--- src/design/bsfc_params.svh ---
/*
 Timing counts, register offsets, field positions and reset values for the host-side
 flash sequencer. Assumes a 100 MHz clock and classic Wishbone register access.
*/
`ifndef BSFC_PARAMS_SVH
`define BSFC_PARAMS_SVH
// Register offsets (byte addresses)
`define BSFC_REG_CTRL 4'h0
`define BSFC_REG_ADDR 4'h4
`define BSFC_REG_DATA 4'h8
`define BSFC_REG_STAT 4'hC
// Control fields
`define BSFC_CTRL_GO 0
`define BSFC_CTRL_CMD_LSB 4
`define BSFC_CTRL_CMD_MSB 7
`define BSFC_CTRL_BYPASS 8
`define BSFC_CTRL_HWRST 9
`define BSFC_CTRL_WPN 10
// Status fields
`define BSFC_STAT_BUSY 0
`define BSFC_STAT_DONE 1
`define BSFC_STAT_ERR 2
`define BSFC_STAT_RYBY 3
`define BSFC_STAT_BYPASS 4
// Reset values
`define BSFC_CTRL_RST 11'h400
// Timing: strobe (also used for the gap) and reset pulse widths in ns and the derived cycle counts
`define BSFC_STROBE_NS 100
`define BSFC_CLK_NS 10
`define BSFC_STROBE_CYC ((`BSFC_STROBE_NS + `BSFC_CLK_NS - 1) / `BSFC_CLK_NS)
`define BSFC_RST_NS 500
`define BSFC_RST_CYC ((`BSFC_RST_NS + `BSFC_CLK_NS - 1) / `BSFC_CLK_NS)
// Polling gives up after this many reads
`define BSFC_POLL_MAX 24'hFFFFFF
// Unlock addresses and data
`define BSFC_UNL_A1 21'h000555
`define BSFC_UNL_A2 21'h0002AA
`define BSFC_UNL_D1 16'h00AA
`define BSFC_UNL_D2 16'h0055
`endif

--- src/design/bsfc_pkg.sv ---
/*
 Types shared by the host-side flash sequencer.
 Assumes the params header supplies every number.
*/
package bsfc_pkg;
    // Host orders carried in the control register
    typedef enum logic [3:0] {
        BSFC_OP_READ,
        BSFC_OP_PROG,
        BSFC_OP_SECT_ERASE,
        BSFC_OP_SUSPEND,
        BSFC_OP_RESUME,
        BSFC_OP_RESET_CMD,
        BSFC_OP_REGION_ENTER,
        BSFC_OP_REGION_EXIT,
        BSFC_OP_BYPASS_ENTER,
        BSFC_OP_BYPASS_EXIT
    } bsfc_op_t;
    // One bus cycle on the flash pins
    typedef struct packed {
        logic [20:0] addr;
        logic [15:0] data;
        logic write;
    } bsfc_cyc_t;
    // Flash pin bundle driven by the sequencer
    typedef struct packed {
        logic chip_select_n;
        logic write_strobe_n;
        logic read_drive_n;
        logic reset_n;
        logic edge_sector_lock_n;
        logic [20:0] addr;
        logic [15:0] dq_out;
        logic dq_oe;
    } bsfc_pins_t;
endpackage

--- src/design/bsfc_ctrl.sv ---
/*
 Host-side controller for a boot-sector NOR flash: turns Wishbone orders into command
 write sequences on the asynchronous strobe bus and polls status until done.
 Assumes the flash pins (dq, ready_busy_n) are asynchronous to clk_i.
*/
// Operation
// Address 2M words, sixteen-bit data bus
// Sector address taken from host address
// Page reads are plain single reads here
// Buffer programming left to software sequences
// Commands issued as ordinary write cycles
// Start by sequence, poll toggle bit
// Ready-busy pin sampled into status
// Bypass mode uses two-cycle program
// Erase targets only one sector
// Refused operations flagged as error
// Erase suspend and resume commands
// Program suspend and resume commands
// Hardware reset pulse on reset pin
// Chip select released between cycles
// Edge-sector lock pin from control
// Secured region entered by sequence
// Serial number read inside region
// Three separate active-low strobes driven
// No erase forced before programming
// Reset command returns to array read
// Programming only clears bits, not checked
`timescale 1ns/1ns
`include "bsfc_params.svh"
module bsfc_ctrl (
    input wire logic clk_i,
    input wire logic rst_i,
    input wire logic wb_cyc_i,
    input wire logic wb_stb_i,
    input wire logic wb_we_i,
    input wire logic [3:0] wb_adr_i,
    input wire logic [3:0] wb_sel_i,
    input wire logic [31:0] wb_dat_i,
    output logic [31:0] wb_dat_o,
    output logic wb_ack_o,
    output bsfc_pkg::bsfc_pins_t pins_o,
    input wire logic [15:0] dq_i,
    input wire logic ready_busy_n_i
);
    import bsfc_pkg::*;

    // Sequencer states
    typedef enum logic [2:0] {
        S_IDLE, S_SETUP, S_STROBE, S_GAP, S_POLL, S_HWRST
    } bsfc_state_t;

    // Software-visible registers
    logic [10:0] ctrl_q, ctrl_d;
    logic [20:0] addr_q, addr_d;
    logic [15:0] wdat_q, wdat_d;
    logic [15:0] rdat_q, rdat_d;
    logic done_q, done_d;
    logic err_q, err_d;
    logic bypass_q, bypass_d;
    // Sequencer state
    bsfc_state_t st_q, st_d;
    logic [2:0] idx_q, idx_d;     // Cycle index within a sequence
    logic [2:0] len_q, len_d;     // Cycles in the current sequence
    logic [7:0] tmr_q, tmr_d;     // Strobe and gap timer
    logic [23:0] poll_q, poll_d;  // Poll attempts
    logic [15:0] prev_q, prev_d;  // Last polled word
    logic polled_q, polled_d;     // A previous poll word exists
    bsfc_op_t op_q, op_d;
    logic ack_q, ack_d;
    // Three-stage pin synchronisers; stage one feeds stage two only
    logic [16:0] s1_q, s2_q, s3_q;
    logic [16:0] stab_q, stab_d;
    logic wb_req;
    bsfc_cyc_t cur;

    // Sequence table: cycle n of operation op
    function automatic bsfc_cyc_t seq_cycle(input bsfc_op_t op, input logic [2:0] n,
                                            input logic [20:0] a, input logic [15:0] d,
                                            input logic byp);
        bsfc_cyc_t c;
        c = '{addr: `BSFC_UNL_A1, data: `BSFC_UNL_D1, write: 1'b1};
        if (n == 3'd1) begin
            c.addr = `BSFC_UNL_A2;
            c.data = `BSFC_UNL_D2;
        end
        case (op)
            BSFC_OP_READ: c = '{addr: a, data: 16'h0000, write: 1'b0};
            // bypass two-cycle program
            BSFC_OP_PROG: begin
                if (byp) begin
                    c = (n == 3'd0) ? '{addr: a, data: 16'h00A0, write: 1'b1}
                                    : '{addr: a, data: d, write: 1'b1};
                end else if (n == 3'd2) begin
                    c.data = 16'h00A0;
                end else if (n == 3'd3) begin
                    c = '{addr: a, data: d, write: 1'b1};
                end
            end
            // erase one sector only
            BSFC_OP_SECT_ERASE: begin
                if (n == 3'd2) begin
                    c.data = 16'h0080;
                end else if (n == 3'd3) begin
                    c.data = `BSFC_UNL_D1;
                end else if (n == 3'd4) begin
                    c.addr = `BSFC_UNL_A2;
                    c.data = `BSFC_UNL_D2;
                end else if (n == 3'd5) begin
                    c = '{addr: a, data: 16'h0030, write: 1'b1};
                end
            end
            // suspend pauses erase or program
            BSFC_OP_SUSPEND: c = '{addr: a, data: 16'h00B0, write: 1'b1};
            // resume completes paused work
            BSFC_OP_RESUME: c = '{addr: a, data: 16'h0030, write: 1'b1};
            // back to array read
            BSFC_OP_RESET_CMD: c = '{addr: a, data: 16'h00F0, write: 1'b1};
            // region entry sequence
            BSFC_OP_REGION_ENTER: begin
                if (n == 3'd2) begin
                    c.data = 16'h0088;
                end
            end
            BSFC_OP_REGION_EXIT: begin
                if (n == 3'd2) begin
                    c.data = 16'h0090;
                end else if (n == 3'd3) begin
                    c = '{addr: a, data: 16'h0000, write: 1'b1};
                end
            end
            BSFC_OP_BYPASS_ENTER: begin
                if (n == 3'd2) begin
                    c.data = 16'h0020;
                end
            end
            BSFC_OP_BYPASS_EXIT: begin
                c = (n == 3'd0) ? '{addr: a, data: 16'h0090, write: 1'b1}
                                : '{addr: a, data: 16'h0000, write: 1'b1};
            end
            default: c = '{addr: a, data: 16'h0000, write: 1'b0};
        endcase
        return c;
    endfunction

    // Cycles per operation
    function automatic logic [2:0] seq_len(input bsfc_op_t op, input logic byp);
        case (op)
            BSFC_OP_PROG: seq_len = byp ? 3'd2 : 3'd4;
            BSFC_OP_SECT_ERASE: seq_len = 3'd6;
            BSFC_OP_REGION_ENTER: seq_len = 3'd3;
            BSFC_OP_REGION_EXIT: seq_len = 3'd4;
            BSFC_OP_BYPASS_ENTER: seq_len = 3'd3;
            BSFC_OP_BYPASS_EXIT: seq_len = 3'd2;
            default: seq_len = 3'd1;
        endcase
    endfunction

    assign wb_req = wb_cyc_i & wb_stb_i & ~ack_q;
    assign cur = seq_cycle(op_q, idx_q, addr_q, wdat_q, bypass_q);

    // Synchroniser chain for dq and ready_busy_n
    always_ff @(posedge clk_i) begin
        if (rst_i) begin
            s1_q <= 17'h1FFFF;
            s2_q <= 17'h1FFFF;
            s3_q <= 17'h1FFFF;
        end else begin
            s1_q <= {ready_busy_n_i, dq_i};
            s2_q <= s1_q;
            s3_q <= s2_q;
        end
    end

    // Accept a pin change once stages two and three agree
    always_comb begin
        stab_d = stab_q;
        for (int i = 0; i < 17; i++) begin
            if (s2_q[i] == s3_q[i]) begin
                stab_d[i] = s3_q[i];
            end
        end
    end

    // Next-state logic for bus slave and sequencer
    always_comb begin
        ctrl_d = ctrl_q;
        addr_d = addr_q;
        wdat_d = wdat_q;
        rdat_d = rdat_q;
        done_d = done_q;
        err_d = err_q;
        bypass_d = bypass_q;
        st_d = st_q;
        idx_d = idx_q;
        len_d = len_q;
        tmr_d = tmr_q;
        poll_d = poll_q;
        prev_d = prev_q;
        polled_d = polled_q;
        op_d = op_q;
        ack_d = wb_req;
        ctrl_d[`BSFC_CTRL_GO] = 1'b0;
        // Register writes; byte lane zero carries the go bit
        if (wb_req && wb_we_i) begin
            case (wb_adr_i)
                `BSFC_REG_CTRL: begin
                    if (wb_sel_i[0]) ctrl_d[7:0] = wb_dat_i[7:0];
                    if (wb_sel_i[1]) ctrl_d[10:8] = wb_dat_i[10:8];
                end
                `BSFC_REG_ADDR: addr_d = wb_dat_i[20:0];
                `BSFC_REG_DATA: wdat_d = wb_dat_i[15:0];
                default: ;
            endcase
        end
        case (st_q)
            S_IDLE: begin
                // Orders while busy are ignored by design
                if (ctrl_d[`BSFC_CTRL_GO]) begin
                    op_d = bsfc_op_t'(ctrl_d[`BSFC_CTRL_CMD_MSB:`BSFC_CTRL_CMD_LSB]);
                    idx_d = 3'd0;
                    // Zero poll count marks a plain one-shot order
                    poll_d = 24'h000000;
                    len_d = seq_len(op_d, bypass_q);
                    done_d = 1'b0;
                    err_d = 1'b0;
                    polled_d = 1'b0;
                    st_d = S_SETUP;
                end
            end
            S_SETUP: begin
                tmr_d = 8'(`BSFC_STROBE_CYC);
                st_d = S_STROBE;
            end
            // ordinary write or read cycle
            S_STROBE: begin
                if (tmr_q != 8'd0) begin
                    tmr_d = tmr_q - 8'd1;
                end else begin
                    if (!cur.write) rdat_d = stab_q[15:0];
                    tmr_d = 8'(`BSFC_STROBE_CYC);
                    st_d = S_GAP;
                end
            end
            // deselect between cycles
            S_GAP: begin
                if (tmr_q != 8'd0) begin
                    tmr_d = tmr_q - 8'd1;
                end else if (idx_q + 3'd1 < len_q) begin
                    idx_d = idx_q + 3'd1;
                    st_d = S_SETUP;
                end else if (op_q == BSFC_OP_PROG || op_q == BSFC_OP_SECT_ERASE) begin
                    op_d = BSFC_OP_READ;
                    poll_d = 24'h000000;
                    st_d = S_SETUP;
                    idx_d = 3'd0;
                    len_d = 3'd1;
                    polled_d = 1'b0;
                    st_d = S_POLL;
                end else if (poll_q != 24'h000000) begin
                    // status read done, judge it
                    st_d = S_POLL;
                end else begin
                    if (op_q == BSFC_OP_BYPASS_ENTER) bypass_d = 1'b1;
                    if (op_q == BSFC_OP_BYPASS_EXIT) bypass_d = 1'b0;
                    done_d = 1'b1;
                    st_d = S_IDLE;
                end
            end
            // toggle bit polling until steady
            S_POLL: begin
                if (polled_q && rdat_q[6] == prev_q[6]) begin
                    done_d = 1'b1;
                    st_d = S_IDLE;
                end else if (polled_q && rdat_q[5] && (rdat_q[6] != prev_q[6])) begin
                    // refused or failed operation
                    err_d = 1'b1;
                    done_d = 1'b1;
                    st_d = S_IDLE;
                end else if (poll_q == `BSFC_POLL_MAX) begin
                    err_d = 1'b1;
                    done_d = 1'b1;
                    st_d = S_IDLE;
                end else begin
                    prev_d = rdat_q;
                    polled_d = polled_q | (poll_q != 24'h000000);
                    poll_d = poll_q + 24'h000001;
                    st_d = S_SETUP;
                end
            end
            // hold reset pin low
            S_HWRST: begin
                if (tmr_q != 8'd0) begin
                    tmr_d = tmr_q - 8'd1;
                end else begin
                    bypass_d = 1'b0;
                    done_d = 1'b1;
                    st_d = S_IDLE;
                end
            end
            default: st_d = S_IDLE;
        endcase
        // reset pulse preempts any running order
        if (ctrl_d[`BSFC_CTRL_HWRST] && st_q != S_HWRST) begin
            ctrl_d[`BSFC_CTRL_HWRST] = 1'b0;
            tmr_d = 8'(`BSFC_RST_CYC);
            st_d = S_HWRST;
        end
    end

    // Register stage
    always_ff @(posedge clk_i) begin
        if (rst_i) begin
            ctrl_q <= `BSFC_CTRL_RST;
            addr_q <= 21'h000000;
            wdat_q <= 16'hFFFF;
            rdat_q <= 16'h0000;
            done_q <= 1'b0;
            err_q <= 1'b0;
            bypass_q <= 1'b0;
            st_q <= S_IDLE;
            idx_q <= 3'd0;
            len_q <= 3'd1;
            tmr_q <= 8'h00;
            poll_q <= 24'h000000;
            prev_q <= 16'h0000;
            polled_q <= 1'b0;
            op_q <= BSFC_OP_READ;
            ack_q <= 1'b0;
            stab_q <= 17'h1FFFF;
        end else begin
            ctrl_q <= ctrl_d;
            addr_q <= addr_d;
            wdat_q <= wdat_d;
            rdat_q <= rdat_d;
            done_q <= done_d;
            err_q <= err_d;
            bypass_q <= bypass_d;
            st_q <= st_d;
            idx_q <= idx_d;
            len_q <= len_d;
            tmr_q <= tmr_d;
            poll_q <= poll_d;
            prev_q <= prev_d;
            polled_q <= polled_d;
            op_q <= op_d;
            ack_q <= ack_d;
            stab_q <= stab_d;
        end
    end

    // Read mux; unmapped offsets read zero
    always_comb begin
        case (wb_adr_i)
            `BSFC_REG_CTRL: wb_dat_o = {21'h000000, ctrl_q};
            `BSFC_REG_ADDR: wb_dat_o = {11'h000, addr_q};
            `BSFC_REG_DATA: wb_dat_o = {16'h0000, rdat_q};
            `BSFC_REG_STAT: wb_dat_o = {27'h0000000, bypass_q, stab_q[16], err_q, done_q,
                                        st_q != S_IDLE};
            default: wb_dat_o = 32'h00000000;
        endcase
    end
    assign wb_ack_o = ack_q;

    // strobes from state; R15: lock pin from control
    always_comb begin
        pins_o.chip_select_n = !(st_q == S_STROBE);
        pins_o.write_strobe_n = !(st_q == S_STROBE && cur.write);
        pins_o.read_drive_n = !(st_q == S_STROBE && !cur.write);
        pins_o.reset_n = !(st_q == S_HWRST);
        pins_o.edge_sector_lock_n = ctrl_q[`BSFC_CTRL_WPN];
        pins_o.addr = cur.addr;
        pins_o.dq_out = cur.data;
        pins_o.dq_oe = (st_q == S_SETUP || st_q == S_STROBE || st_q == S_GAP) && cur.write;
    end
endmodule

--- config.mk ---
export PLATFORM = sky130hd
export DESIGN_NAME = bsfc_ctrl
export DESIGN_NICKNAME = d
export VERILOG_FILES = /design/src/design/bsfc_pkg.sv /design/src/design/bsfc_ctrl.sv
export VERILOG_INCLUDE_DIRS = /design/src /design/src/design
export SDC_FILE = /design/constraint.sdc
export NUM_CORES = 1
export LEC_CHECK = 0
export ABC_AREA = 1
export BUFFER_PORTS_ARGS = -buffer_cell sky130_fd_sc_hd__buf_2
export CAP_MARGIN = 25
export CORE_ASPECT_RATIO = 2
export CORE_MARGIN = 4
export CORE_UTILIZATION = 55
export CTS_CLUSTER_DIAMETER = 40
export DETAILED_ROUTE_END_ITERATION = 10
export PLACE_DENSITY = 0.77
export SLEW_MARGIN = 10
export SYNTH_ARGS = -nofsm -noshare
export SYNTH_HDL_FRONTEND = slang
export SYNTH_SLANG_ARGS = --single-unit
--- constraint.sdc ---
create_clock -name clk_i -period 4.3 [get_ports clk_i]
set_clock_uncertainty 0.05 [all_clocks]
set_input_delay 0.215 -clock clk_i [delete_from_list [all_inputs] [get_ports clk_i]]
set_output_delay 0.215 -clock clk_i [all_outputs]
set_load 0.03 [all_outputs]
**After elaboration in Yosys (flattened, before gate mapping)**

Index checks and enable logic that the tools add are counted.

- Muxes and demuxes: 99
- Equality and inequality tests: 70
- Order comparisons: 1
- Bitwise logic cells: 9
- Add/sub/neg operators: 3
- Reductions and logical operators: 50

Operators by type and width:

| cell | number |
|---|---|
| 2-to-1 mux 24 bit | 7 |
| 2-to-1 mux 38 bit | 4 |
| case mux 16 bit (9 select lines) | 1 |
| case mux 21 bit (5 select lines) | 1 |
| 2-to-1 mux 16 bit | 6 |
| 2-to-1 mux 21 bit | 4 |
| case mux 21 bit (4 select lines) | 1 |
| case mux 24 bit (3 select lines) | 1 |
| 2-to-1 mux 3 bit | 17 |
| 2-to-1 mux 37 bit | 1 |
| 2-to-1 mux 1 bit | 31 |
| equality test 4 x 3 -> 1 bit, second input constant | 7 |
| 2-to-1 mux 27 bit | 1 |
| adder 24 x 1 -> 24 bit, second input constant | 1 |
| equality test 24 bit, second input constant | 1 |
| equality test 4 bit, second input constant | 6 |
| 2-to-1 mux 8 bit | 3 |
| != test 3 bit, second input constant | 8 |
| case mux 8 bit (3 select lines) | 1 |
| nonzero test 24 bit | 1 |
| != test 2 bit, second input constant | 11 |
| 2-to-1 mux 10 bit | 2 |
| AND reduction 4 bit | 5 |
| equality test 1 bit | 18 |
| other kinds (44) | 93 |

- Output and inout bits: 76
- Register bits after elaboration: 189
- Bits of input ports: 62
- Word-level logic and storage cells: 273

**Depth between registers and ports, before layout**

Gate-level depths: netlist of run 1.

- Word-level depth: 10
- Gate-level depth with buffers: 14
- Depth with buffers taken out: 14

**Worst setup path after synthesis of run 1**

No wires, ideal clock.

- Kind: register to output
- From: register idx_q[0]
- To: output pins_o[10] in the netlist's numbering
- Data required time: 4035 ps
- Path buffers: 2
- Arrival: 1934 ps
- Slack: 2101 ps
- Cell stages (with the launch flop): 8
- Path through: dfxtp_1 > ha_1 > ha_1 > clkbuf_1 > a21oi_1 > or2_2 > clkbuf_1 > nor2_1

RTL lines:

| what | RTL line | RTL |
|---|---|---|
| start: declaration | bsfc_ctrl.sv:62 | `logic [2:0] idx_q, idx_d;` |
| start signal: assignment | bsfc_ctrl.sv:339 | `idx_q <= idx_d;` |
| end: declaration | bsfc_ctrl.sv:41 | `output bsfc_pkg::bsfc_pins_t pins_o,` |

==> out/metrics.cfg, run 1 <==
[power]
vdd_drop_max_uv = 415
leakagePower_nw = 4.71
finalPower_mw = 4.11
power.density_mw_per_mm2 = 380

[job]
maxCapViolCount = 0

[clock_network]
path_clk_slew_ps = 80
clockBufferDepth = 2
cts_tree = yes
h-tree-depth = 4
clock_latency_ps = 430
cts_buffers = 17
cts_setup_buffers = 0
clkSinkCount = 183
cts_root_buffer = clkbuf_16

[worst_setup_path]
worstReg2RegEnd = poll_q[1]$_SDFFE_PP0P_
reg2reg_slack_ps = 1770
cp-endpoint = pins_o[35]
r2r_cells = 13
worstSetupStartpointType = flop
arrival_ps = 3110
endpoint_kind = primary output
cp.required_ps = 4030
path_class = reg -> out
crit_fanout = 13
critPathLaunch = idx_q[0]$_SDFFE_PP0P_
timing.rr.start = idx_q[0]$_SDFFE_PP0P_

[logic_synthesis]
ys_seq_elements = 183
synth_edf_count = 0
ys_seq_area_share_pct = 39.2
synth_warnings = 0
async_reset_ff_share_pct = 0
dominantRegCellSynth = dfxtp_1
syn-cell-area_sq_mm = 0.00934
synth_cell_types = 46
avgSynthCellArea_sq_um = 6.83
syn-instance-count = 1367

[timing]
timing.fmax_ghz = 0.296
slew_viol_final = 0
rsz0062_at_grt = no
setup_violations = 0
period_minus_slack_ps = 3380
holdWs_ps = 12.8
max_slew_margin_pct = 36.3
worst_pin_slew_ps = 954
setup_slack_ps = 921
tns_ps = 0
hold_viol = 0
fin_crit_sh_pct = 78.6

[die]
io_pins = 138
die_h_um = 192
die-area_sq_mm = 0.0192
initial_core_util_pct = 56.0
core-area_sq_mm = 0.0167
rows = 67
die_w_um = 100

[routing]
drt_iter0_markers = 404
wl_per_cell_um = 15.9
vias = 9307
drc_errors = 0
dr.pass1.iters = 7
final_antenna_net_count = 0
via_per_inst = 5.46
wl_um = 27100

[final_layout]
areaGrowthSynthToFinish_pct = 15.9
fill_cells = 1565
layoutNonFillerInstCount = 1704
drive_gt1_share_pct = 16.5
multi_input_area_sq_mm = 0.00481
nNetsFinal = 1554
regArea_sq_mm = 0.00366
design_area_sq_mm = 0.0108
fin_util_pct = 64.9

[place]
gp_congestion = 1.02
placed_area_sq_mm = 0.00992
place_inst = 1639
dp_hpwl_um = 20400
place_ws_ps = 1430
port_buffers = 113

[grt]
grt-ovfl-total = 0
grt_pass1_vias = 8941
grt_pass1_wl_um = 43000
track_usage_pct = 28.1
antenna_found_initial = 2
grt_max_degree = 65

[min_path]
hp-class = in -> reg

[run_status]
status = finished clean

==> synth_stat cells (all sizes together) (4+ instances only) <==
master | instances | area [sq um]
a21oi | 101 | 517
buf | 24 | 174
clkbuf | 40 | 150
dfxtp | 183 | 3660
ha | 10 | 125
inv | 149 | 559
nand2 | 302 | 1170
nand3 | 50 | 250
nand4 | 35 | 231
nor2 | 176 | 738
nor3 | 42 | 225
o211ai | 15 | 113
o21ai | 131 | 656
o221ai | 4 | 35.0
or2 | 55 | 344
xor2 | 16 | 140
==> cells by family after synthesis <==
| family | Yosys count | share of synthesized area [%] |
|---|---|---|
| flops | 183 | 39.2 |
| buf+inv | 216 | 9.60 |
| compound gates | 274 | 16.0 |
| xor+xnor | 18 | 1.69 |
| simple gates | 665 | 32.1 |
| other cells | 1 | 0.0402 |
| fa+ha+maj | 10 | 1.34 |
==> worst max-delay path, cell delays in order, from the launching register on <==
cell     delay, ps
dfxtp_1        410
ha_1           180
ha_1           400
inv_1          330
nand4_1        230
o22ai_1        110
nor3_2         700
nor2_1         110
buf_2          220
==> flip-flops by register name (all words and copies together) (netlist names) <==
| signal | flops |
|---|---|
| poll_q | 24 |
| addr_q | 21 |
| s1_q | 17 |
| s2_q | 17 |
| s3_q | 17 |
| stab_q | 17 |
| rdat_q | 16 |
| wdat_q | 16 |
| ctrl_q | 11 |
| tmr_q | 8 |
| op_q | 4 |
| idx_q | 3 |
| len_q | 3 |
| st_q | 3 |
| bypass_q | 1 |
| done_q | 1 |
| err_q | 1 |
| polled_q | 1 |
| prev_q | 1 |
| wb_ack_o | 1 |
==> repair_timing <==
item | in CTS | in global routing
hold buffers | 31 | 0
resized for setup | 0 | 0
hold endpoints to repair | 30 | 0
==> final cells by class <==
| cell class | instances | area share (%) |
|---|---|---|
| multi-input combinational | 978 | 44.5 |
| sequential | 183 | 33.9 |
| timing repair buffer | 150 | 8.53 |
| inverter | 152 | 5.28 |
| clock buffer | 17 | 3.93 |
| tap | 207 | 2.39 |
| clock inverter | 15 | 1.48 |
| antenna | 2 | 0.0462 |
==> where the power goes <==
part / switching [mW] / total, mW / internal [mW]
registers: 0.0663 / 1.86 / 1.80
clock network: 0.746 / 1.52 / 0.776
logic: 0.495 / 0.722 / 0.227
total: 1.31 / 4.11 / 2.80
==> layer usage <==
layer / global-route usage [%] / share of wire (%) / up-vias
li1: - / - / 4658
met3: 3.93 / 4.5 / 95
met5: 0 / 0 / -
met4: 17.2 / 5.6 / 0
met1: 27.8 / 35 / 4223
met2: 53.4 / 55 / 331
==> worst min path at each step <==
| stage | depth (start not counted) | startpoint | to |
|---|---|---|---|
| CTS | 3 | wb_dat_i[6] | wdat_q[6]$_SDFFE_PP1P_ |
| detailed placement | 1 | s1_q[13]$_SDFF_PP1_ | s2_q[13]$_SDFF_PP1_ |
| global route | 3 | wb_dat_i[20] | addr_q[20]$_SDFFE_PP0P_ |
| finish | 3 | wb_dat_i[2] | wdat_q[2]$_SDFFE_PP1P_ |
| global placement | 1 | s1_q[11]$_SDFF_PP1_ | s2_q[11]$_SDFF_PP1_ |
| floorplan | 1 | dq_i[0] | s1_q[0]$_SDFF_PP1_ |
==> placed cells by master, fill, tap and decap left out, types with 4 or more instances in the layout <==
cell	n
clkinv_8	4
nor2_2	10
o221ai_1	4
nand2_2	6
nor2_4	7
o21ai_0	129
nand3_1	50
buf_2	112
nor2_1	159
nand2_1	293
nor3_1	39
dfxtp_1	183
inv_1	142
nand4_1	33
conb_1	11
inv_2	7
clkbuf_16	17
o211ai_1	15
dlygate4sd3_1	31
ha_1	10
or2_2	54
a21oi_1	98
xor2_1	16
buf_4	7
(Power assumes the default switching activity.)
==> run 2: changes to the inputs <==
ABC_AREA = 0   (was 1)
PLACE_DENSITY = 0.78   (was 0.77)
clock period = 3.48 ns   (was 4.3 ns; I/O delays follow)
==> run 2 against run 1 <==
  * Global-route usage down 1.9 points
  * Via count down 9.2%
  * Routed wire length down 9.2%
  * Design area down 1.6%
  * Worst hold slack better by 26 ps
  * Sequential share of layout area up 0.54 points
  * Total power up 17%
  * Setup slack worse by 730 ps
  * Final cell count down 16%
  * Register-to-register slack worse by 1500 ps
  * Largest power group unchanged
  * Highest routed layer unchanged
==> out/metrics.cfg, run 2 <==
[timing]
setup_violations = 0
hold_viol = 0
setup_slack_ps = 190
timing.fmax_ghz = 0.304
rsz0062_at_grt = no
period_minus_slack_ps = 3290
fin_crit_sh_pct = 94.5
tns_ps = 0
slew_viol_final = 0
max_slew_margin_pct = 36.0
worst_pin_slew_ps = 956

[logic_synthesis]
yosys-top-cells-area = dfxtp_1 41%, a21oi_1 5.4%, nor2_1 4.6%
avgSynthCellArea_sq_um = 8.28
async_reset_ff_share_pct = 0
ys_seq_elements = 183
synth_edf_count = 0
dominantRegCellSynth = dfxtp_1
ys_seq_area_share_pct = 41.0
synth_common_cells = 183 x dfxtp_1, 110 x nor2_1, 96 x a21oi_1
syn-instance-count = 1080
syn-cell-area_sq_mm = 0.00894
synth_cell_types = 66
synth_warnings = 0
yosysTopAreaCell = dfxtp_1
yosysMostFrequentCell = dfxtp_1
synth_top_area_share_pct = 41.0

[final_layout]
drive_gt1_share_pct = 20.3
top_register = poll_q
antenna_cells = 0
final_common_cell = dfxtp_1
reg_top3 = poll_q x24, addr_q x21
largest_reg_flops = 24
layoutNonFillerInstCount = 1423
final_cell_mix = 183 x dfxtp_1, 112 x buf_2, 109 x nor2_1
nNetsFinal = 1281
areaGrowthSynthToFinish_pct = 19.1
fill_cells = 1345

[worst_setup_path]
crit_cells = 9
critPathMaxStageDelay_ps = 690
worstReg2RegEnd = poll_q[4]$_SDFFE_PP0P_
critPathLaunch = op_q[2]$_SDFFE_PP0P_
path_class = reg -> out
endpoint_kind = primary output
reg2reg_slack_ps = 320
crit_family = flip-flops
cp.required_ps = 3260
worst-path-buf-inv = 3
arrival_ps = 3070
path_cells = nor4b_1 > buf_4 > nor2_1 > o21ai_0 > buf_4 > o221ai_1 > o21ai_0 > a2bb2oi_1 > buf_2
timing.rr.start = idx_q[0]$_SDFFE_PP0P_
worstSetupStartpointType = flop
crit_fanout = 18
cp-endpoint = pins_o[20]
r2r_cells = 10
cp_slowest_cell = dfxtp_1

[min_path]
hp-class = in -> reg

[power]
vdd_drop_max_uv = 467
swShare_pct = 26.7
p_comb_share_pct = 12.1
power.density_mw_per_mm2 = 451
intPower_mw = 3.52
p_clk_share_pct = 41.0
power_frac_seq_pct = 46.9
leakagePower_nw = 4.28
switching_power_mw = 1.28

[clock_network]
cts_buffers = 17
clkSinkCount = 183
path_clk_slew_ps = 70
h-tree-depth = 4
cts_setup_buffers = 0
cts_tree = yes
clock_latency_ps = 430
cts_root_buffer = clkbuf_16
clockBufferDepth = 2

[routing]
vias = 8453
wl_per_cell_um = 17.3
dr.pass1.iters = 5
drt_iter0_markers = 415
via_per_inst = 5.94
wl_um = 24600
drc_errors = 0
final_antenna_net_count = 0

[grt]
antenna_found_initial = 0
grt_pass1_wl_um = 39500
track_usage_pct = 26.2
grt_pass1_vias = 8368
grt_max_degree = 111
grt-ovfl-total = 0

[die]
die_h_um = 188
die_w_um = 98.2
rows = 65
core-area_sq_mm = 0.0159
die-area_sq_mm = 0.0185
initial_core_util_pct = 56.4
io_pins = 138

[job]
maxCapViolCount = 0

[run_status]
status = finished clean

[place]
place_ws_ps = 420
place_inst = 1354
dp_hpwl_um = 17400
gp_congestion = 0.999
port_buffers = 113

-- run 2: power by group through the flow --
stage / logic [mW] / clock network [mW] / registers [mW]
floorplan: 0.439 / 0 / 2.27
global placement: 0.530 / 0 / 2.29
detailed placement: 0.538 / 0 / 2.30
CTS: 0.577 / 2.00 / 2.25
global route: 0.639 / 2.08 / 2.26
finish: 0.581 / 1.97 / 2.25
-- run 2: worst min path at each step --
stage / startpoint / to / slack (ps) / cells after the start
after global routing: wb_dat_i[4] / addr_q[4]$_SDFFE_PP0P_ / 30 / 3
final: wb_dat_i[5] / addr_q[5]$_SDFFE_PP0P_ / 40 / 3
after CTS: wb_dat_i[4] / addr_q[4]$_SDFFE_PP0P_ / 20 / 3
after global placement: dq_i[11] / s1_q[11]$_SDFF_PP1_ / 310 / 2
after floorplan: dq_i[0] / s1_q[0]$_SDFF_PP1_ / 230 / 1
after detailed placement: dq_i[1] / s1_q[1]$_SDFF_PP1_ / 310 / 2
-- run 2: what timing repair did --
| item | in CTS | in global routing |
|---|---|---|
| endpoints found under the hold margin | 51 | 0 |
| gates resized for setup | 0 | 4 |
| endpoints found under the setup margin | 0 | 17 |
| hold buffers | 37 | 0 |
-- run 2: logic make-up after synthesis --
kind of cell | synth area share (%)
AOI/OAI and AO/OA | 21.0
xor gates and xnor gates | 1.18
adders and majority gates | 1.40
buffers and inverters | 5.01
DFF | 41.0
muxes | 4.73
other | 0.0419
and+or+nand+nor | 25.7
-- run 2: layer usage --
metal / share of wire, % / track usage, %
met1: 35 / 25.5
met2: 53 / 48.9
met3: 5.0 / 4.08
met4: 7.4 / 18.9
met5: 0 / 0
-- run 2: layout make-up --
class / instances / area (sq um) / area share [%]
Timing Repair Buffer: 178 / 1150 / 10.8
Clock inverter: 13 / 180 / 1.69
Multi-Input combinational cell: 803 / 4880 / 45.8
Tap cell: 201 / 251 / 2.36
Sequential cell: 183 / 3660 / 34.4
Clock buffer: 19 / 433 / 4.06
Inverter: 26 / 97.6 / 0.916
-- run 2: worst min-delay path: stages --
cell and delay, ps:
buf_2 160, nand2_1 70, a21oi_1 60
-- run 2: through the flow --
step | power, mW | hold WS, ps | util (%) | area (sq um)
after floorplan | 2.71 | 228 | - | 8980
after detailed placement | 2.84 | 308 | 60.9 | 9660
final | 4.80 | 38.4 | 67.2 | 10700
after global placement | 2.82 | 306 | 60.9 | 9660
after CTS | 4.83 | 17.6 | 67.1 | 10600
after global routing | 4.98 | 34.4 | 67.2 | 10700
